==> src/event_flags_pkg.sv <==
// event flag word constants: bit positions, reset value, register index
// assumes a serial-port register engine supplies the word's index; the flag module compares it to flags_word_idx
`default_nettype none
package event_flags_pkg;
  localparam logic [15:0] flags_word_idx  = 16'h0403;
  localparam int          flags_w         = 32;
  localparam logic [31:0] flags_rst_val   = 32'h0000_0000;
  localparam int          crc_done_bit    = 27;
  localparam int          checksum_changed_flag_bit     = 26;
  localparam int          sag_lo_bit      = 23;
  localparam int          surge_lo_bit    = 20;
  localparam int          rsvd_bit        = 19;
  localparam int          order_bit       = 18;
  localparam int          overcur_bit     = 17;
  localparam int          powerup_bit     = 16;
  localparam int          icross_lo_bit   = 13;
  localparam int          comb_bit        = 12;
  localparam int          vcross_lo_bit   = 9;
  localparam int          timeout_lo_bit  = 6;
  localparam int          idle_bit        = 5;
  localparam logic [31:0] flag_mask       = 32'h0FF7_FFE0;
endpackage
`default_nettype wire

==> src/flag_cell.sv <==
// one sticky write-one-to-clear flag
// assumes set and clear pulses are synchronous to mclk
`default_nettype none
module flag_cell (
  input  wire logic mclk,
  input  wire logic rst,
  input  wire logic set_evt,
  input  wire logic clr_evt,
  output var  logic flag_q
);
  typedef struct packed {
    logic flag;
  } cell_state_t;
  cell_state_t st_r;
  cell_state_t st_nxt;

  // set wins over a clear in the same cycle
  always_comb begin
    st_nxt = st_r;
    if (set_evt) begin
      st_nxt.flag = 1'b1;
    end else if (clr_evt) begin
      st_nxt.flag = 1'b0;
    end
  end

  always_ff @(posedge mclk or posedge rst) begin
    if (rst) begin
      st_r <= '0;
    end else begin
      st_r <= st_nxt;
    end
  end

  assign flag_q = st_r.flag;
endmodule
`default_nettype wire

==> src/metering_event_status_flags.sv <==
// sticky event flags, bits 27..5 of the first status word
// assumes pulse inputs are one-cycle events in the mclk domain and
// the serial-port engine gives one-cycle write strobes and read strobes
`default_nettype none
module metering_event_status_flags
#(
  parameter int phases = 3
) (
  input  wire logic                                mclk,
  input  wire logic                                rst,
  input  wire logic                                crc_done_evt,
  input  wire logic                                crc_change_evt,
  input  wire logic [phases-1:0]                   sag_change_evt,
  input  wire logic [phases-1:0]                   surge_change_evt,
  input  wire logic                                order_fault_evt,
  input  wire logic                                overcurrent_evt,
  input  wire logic                                powerup_done_evt,
  input  wire logic [phases-1:0]                   current_cross_evt,
  input  wire logic                                comb_cross_evt,
  input  wire logic [phases-1:0]                   voltage_cross_evt,
  input  wire logic [phases-1:0]                   cross_timeout_evt,
  input  wire logic                                idle_change_evt,
  input  wire logic                                wr_en,
  input  wire logic [15:0]                         wr_idx,
  input  wire logic [event_flags_pkg::flags_w-1:0] wr_data,
  input  wire logic                                rd_en,
  input  wire logic [15:0]                         rd_idx,
  output var  logic [event_flags_pkg::flags_w-1:0] rd_data,
  output var  logic                                rd_valid,
  output var  logic [event_flags_pkg::flags_w-1:0] flags_word
);
  import event_flags_pkg::*;

  if (phases != 3) begin : g_bad_phases
    $error("only three phases are laid out in the flag word");
  end

  ////////////////////////////////////////////////////////////////////
  // event and clear vectors

  logic [flags_w-1:0] set_vec;
  logic [flags_w-1:0] clr_vec;
  logic [flags_w-1:0] flag_q;
  logic               wr_hit;

  assign wr_hit = wr_en && (wr_idx == flags_word_idx);

  always_comb begin
    set_vec = '0;
    set_vec[crc_done_bit] = crc_done_evt;
    set_vec[checksum_changed_flag_bit] = crc_change_evt;
    set_vec[sag_lo_bit +: 3] = sag_change_evt;
    set_vec[surge_lo_bit +: 3] = surge_change_evt;
    set_vec[order_bit] = order_fault_evt;
    set_vec[overcur_bit] = overcurrent_evt;
    set_vec[powerup_bit] = powerup_done_evt;
    set_vec[icross_lo_bit +: 3] = current_cross_evt;
    set_vec[comb_bit] = comb_cross_evt;
    set_vec[vcross_lo_bit +: 3] = voltage_cross_evt;
    set_vec[timeout_lo_bit +: 3] = cross_timeout_evt;
    set_vec[idle_bit] = idle_change_evt;
    set_vec = set_vec & flag_mask;
  end

  // write one clears; zero bits leave flags alone
  assign clr_vec = (wr_hit ? wr_data : '0) & flag_mask;

  ////////////////////////////////////////////////////////////////////
  // flag cells, one per implemented bit

  genvar gi;
  generate
    for (gi = 0; gi < flags_w; gi++) begin : g_flag
      if (flag_mask[gi]) begin : g_cell
        flag_cell u_cell (
          .mclk    (mclk),
          .rst     (rst),
          .set_evt (set_vec[gi]),
          .clr_evt (clr_vec[gi]),
          .flag_q  (flag_q[gi])
        );
      end else begin : g_zero
        assign flag_q[gi] = 1'b0;
      end
    end
  endgenerate

  ////////////////////////////////////////////////////////////////////
  // read port and mirrored word

  typedef struct packed {
    logic [flags_w-1:0] rd_data;
    logic               rd_valid;
    logic [flags_w-1:0] word;
  } top_state_t;
  top_state_t st_r;
  top_state_t st_nxt;

  always_comb begin
    st_nxt = st_r;
    st_nxt.rd_valid = rd_en;
    st_nxt.word = flag_q;
    if (rd_en && (rd_idx == flags_word_idx)) begin
      st_nxt.rd_data = flag_q & flag_mask;
    end else if (rd_en) begin
      st_nxt.rd_data = '0;
    end
  end

  always_ff @(posedge mclk or posedge rst) begin
    if (rst) begin
      st_r <= '{rd_data: flags_rst_val, rd_valid: 1'b0,
                word: flags_rst_val};
    end else begin
      st_r <= st_nxt;
    end
  end

  assign rd_data    = st_r.rd_data;
  assign rd_valid   = st_r.rd_valid;
  assign flags_word = st_r.word;
endmodule
`default_nettype wire

==> config.mk <==
export PLATFORM = sky130hd
export DESIGN_NAME = metering_event_status_flags
export DESIGN_NICKNAME = d
export VERILOG_FILES = /design/src/event_flags_pkg.sv /design/src/flag_cell.sv /design/src/metering_event_status_flags.sv
export SDC_FILE = /design/constraint.sdc
export NUM_CORES = 1
export LEC_CHECK = 0
export CAP_MARGIN = 40
export CORE_UTILIZATION = 45
export CTS_CLUSTER_SIZE = 12
export DETAILED_ROUTE_END_ITERATION = 12
export DONT_BUFFER_PORTS = 1
export PLACE_DENSITY = 0.66
export SYNTH_ARGS = -nofsm -noshare
export SYNTH_HDL_FRONTEND = slang
export SYNTH_SLANG_ARGS = --single-unit
==> constraint.sdc <==
create_clock -name mclk -period 3.55 [get_ports mclk]
set_input_delay 0.355 -clock mclk [delete_from_list [all_inputs] [get_ports mclk]]
set_output_delay 0.355 -clock mclk [all_outputs]
set_load 0.005 [all_outputs]
==> out/qor.txt <==
status -> complete, no violations
port buffer count -> 0
pwr/cell area -> 467.9 nW/um^2
die area -> 6508 um^2
Leak -> 1.069 nW
Core Footprint -> 5956 um^2
vias in the first global route -> 1602
sequential fraction of the synthesis area -> 60.20%
WS Path Type -> in -> reg
area share of fa/ha/maj cells after synthesis -> 0%
commonest non-fill, non-tap cells in the layout -> dfrtp_1 (67), nor2_1 (23)
post-route ant nets -> 0
WL final -> 5.365 mm
crit path DAT -> 1630 ps
DR vias/cell -> 5.146
row cnt -> 28
largest net degree at the start of global routing -> 36
CTS buffer count -> 9
Max-Cap Viols -> 0
post-synth cell types -> 22
htree depth -> 3
DR vias -> 1688
mux cell area share after synthesis -> 0%
commonest non-fill, non-tap cell in the layout -> dfrtp_1
Netlist Area Pre-Place -> 2785 um^2
Die X-Extent -> 80.67 um
largest family of logic cells by synthesized area -> simple AND/OR/NAND/NOR gates
Setup TNS -> 0 ps
Switch Pwr -> 0.2883 mW
clock power share -> 42.1%
DRC -> 0
Synth Area in Simple Gates -> 14.65%
clock slew at reported path FFs -> 70 ps
compound-cell area share of the yosys netlist -> 14.38%
internal power -> 1.107 mW
flop2flop setup slack -> 2830 ps
GR Overflow Total -> 0
initial DRC count -> 86
part of the power in combinational logic -> 3.1%
Synthesis Warnings -> 0
Clock Tree Buf Depth -> 2
fin nets -> 338
setup bufs post-CTS -> 0
post-CTS resize count -> 0
clk_skew -> 5.857 ps
Synth Area in XOR/XNOR -> 0%
switching share of power -> 20.66%
ant diodes -> 0
initial antenna violation count -> 0
Design Power -> 1.395 mW
Crit Path Max Fanout -> 22
critical-path cell list -> or4_4 -> nor4_4 -> buf_4 -> a31oi_2
Skew-Pair Late Insertion Delay -> 330 ps
dpl hpwl -> 3.715 mm
worst-margin pin slew -> 667.9 ps
hold_buf cts -> 0
Setup-failing EPs final -> 0
synthesized area per cell -> 11.46 um^2
gr usage total -> 17.53%
CTS tree -> yes
First-pass DRT Iterations -> 4
wire per inst -> 16.36 um
slowest stage delay, CP -> 520 ps
FF-to-FF Start -> g_flag[13].g_cell.u_cell.flag_q
layout cells sized above 1 -> 17.39%
Critical Path Slowest Stage Cell -> or4_4
upper clock frequency limit -> 0.6949 GHz
CP Capture Type -> flip-flop
Min-Delay Path Class -> in -> async
Hold Violations, Final -> 0
Slew Viols, Final -> 0
fin crit period -> 1439 ps
Initial Utilization -> 46.76%
Slew headroom -> 55.41%
period utilization -> 40.54%
RePlAce Congestion -> 0.6588
dpl cells -> 312
cells after synthesis -> 243
#FFs+latches synth -> 67
Die Ht -> 80.67 um
Finished Layout Cells -> 328
I/O pins -> 155
Worst setup startpoint -> wr_idx[6]
CTS sink cnt -> 67
first-pass GRT wire length -> 8.045 mm
Root Buffer Master -> clkbuf_8
WP data required -> 3740 ps
Flop pwr share -> 54.8%
Area growth, synth to finish -> 7.053%
Startpoint Class -> input port
worst vdd ir -> 0.1880 mV
RSZ-0062 raised after global routing -> no
[sequential cells by signal, indices dropped and copies added (netlist names)]
| register | flops |
|---|---|
| flags_word | 22 |
| g_flag.g_cell.u_cell.flag_q | 22 |
| rd_data | 22 |
| rd_valid | 1 |
[synth_stat cells (all sizes together)]
library cell / instances / area, um^2
dfrtp: 67 / 1677
buf: 26 / 195.2
nor2: 24 / 90.09
inv: 23 / 86.33
a31oi: 22 / 262.8
nand2: 22 / 82.58
nor2b: 22 / 137.6
o22ai: 22 / 137.6
clkbuf: 4 / 15.01
nor4: 2 / 27.53
nor4b: 2 / 17.52
or4: 2 / 18.77
and3b: 1 / 8.760
conb: 1 / 3.750
nand3b: 1 / 7.510
nand4: 1 / 6.260
nand4bb: 1 / 11.26
[cell type report]
| class | count | area [um^2] |
|---|---|---|
| fillers | 553 | 2974 |
| flip-flops and latches | 67 | 1677 |
| multi-input cells | 142 | 892.1 |
| clock buffers | 15 | 186.4 |
| well taps | 75 | 93.84 |
| inverters | 23 | 86.33 |
| repair buffers | 5 | 41.29 |
| clock inverters | 1 | 5.005 |
[through the flow]
stage          instance area (um^2)  util [%]  setup slack (ps)  hold slack (ps)
2_1_floorplan                  2856         -              1512            374.3
3_3_place_gp                   2779     46.66              1574            369.0
3_5_place_dp                   2790     46.85              1766            375.0
4_1_cts                        2982     50.06              2119            9.673
5_1_grt                        2982     50.06              2056            38.02
6_report                       2982     50.06              2111            2.452
[power groups by stage]
stage	registers, mW	clock network [mW]	logic [mW]
3_5_place_dp	0.779	0	0.0438
5_1_grt	0.764	0.637	0.0508
2_1_floorplan	0.779	0	0.0548
6_report	0.764	0.588	0.0428
3_3_place_gp	0.778	0	0.0438
4_1_cts	0.764	0.608	0.0440
[cells by family (layout without fill, tap and decap cells)]
kind of cell    after synthesis  after routing
simple gates                 78             78
flops                        67             67
buf+inv                      53             44
compound gates               44             44
other cells                   1             20
[critical path: cells and delay by family]
family	cells	cell delay, ps
buffers and inverters	1	400
AND/OR/NAND/NOR	2	730
AO/OA/AOI/OAI	1	130
[metal layers]
metal / track usage (%) / wire length, um / vias to the layer above
met5: 0 / 0 / -
met4: 10.18 / 119 / 0
met3: 3.864 / 375 / 11
met2: 29.24 / 2750 / 104
met1: 20.68 / 2121 / 784
li1: - / - / 789
[path summary, 6_finish.rpt]
kind / endpoint / cells after the start
setup reg to reg: g_flag[13].g_cell.u_cell.flag_q / 2
setup / recovery: g_flag[26].g_cell.u_cell.flag_q / 4
hold reg to reg: flags_word[8] / 0
max in group asynchronous: flags_word[27] / 2
min in group mclk: rd_valid / 0
hold / removal: flags_word[11] / 1
No activity file was read; power rests on OpenSTA's default activity.
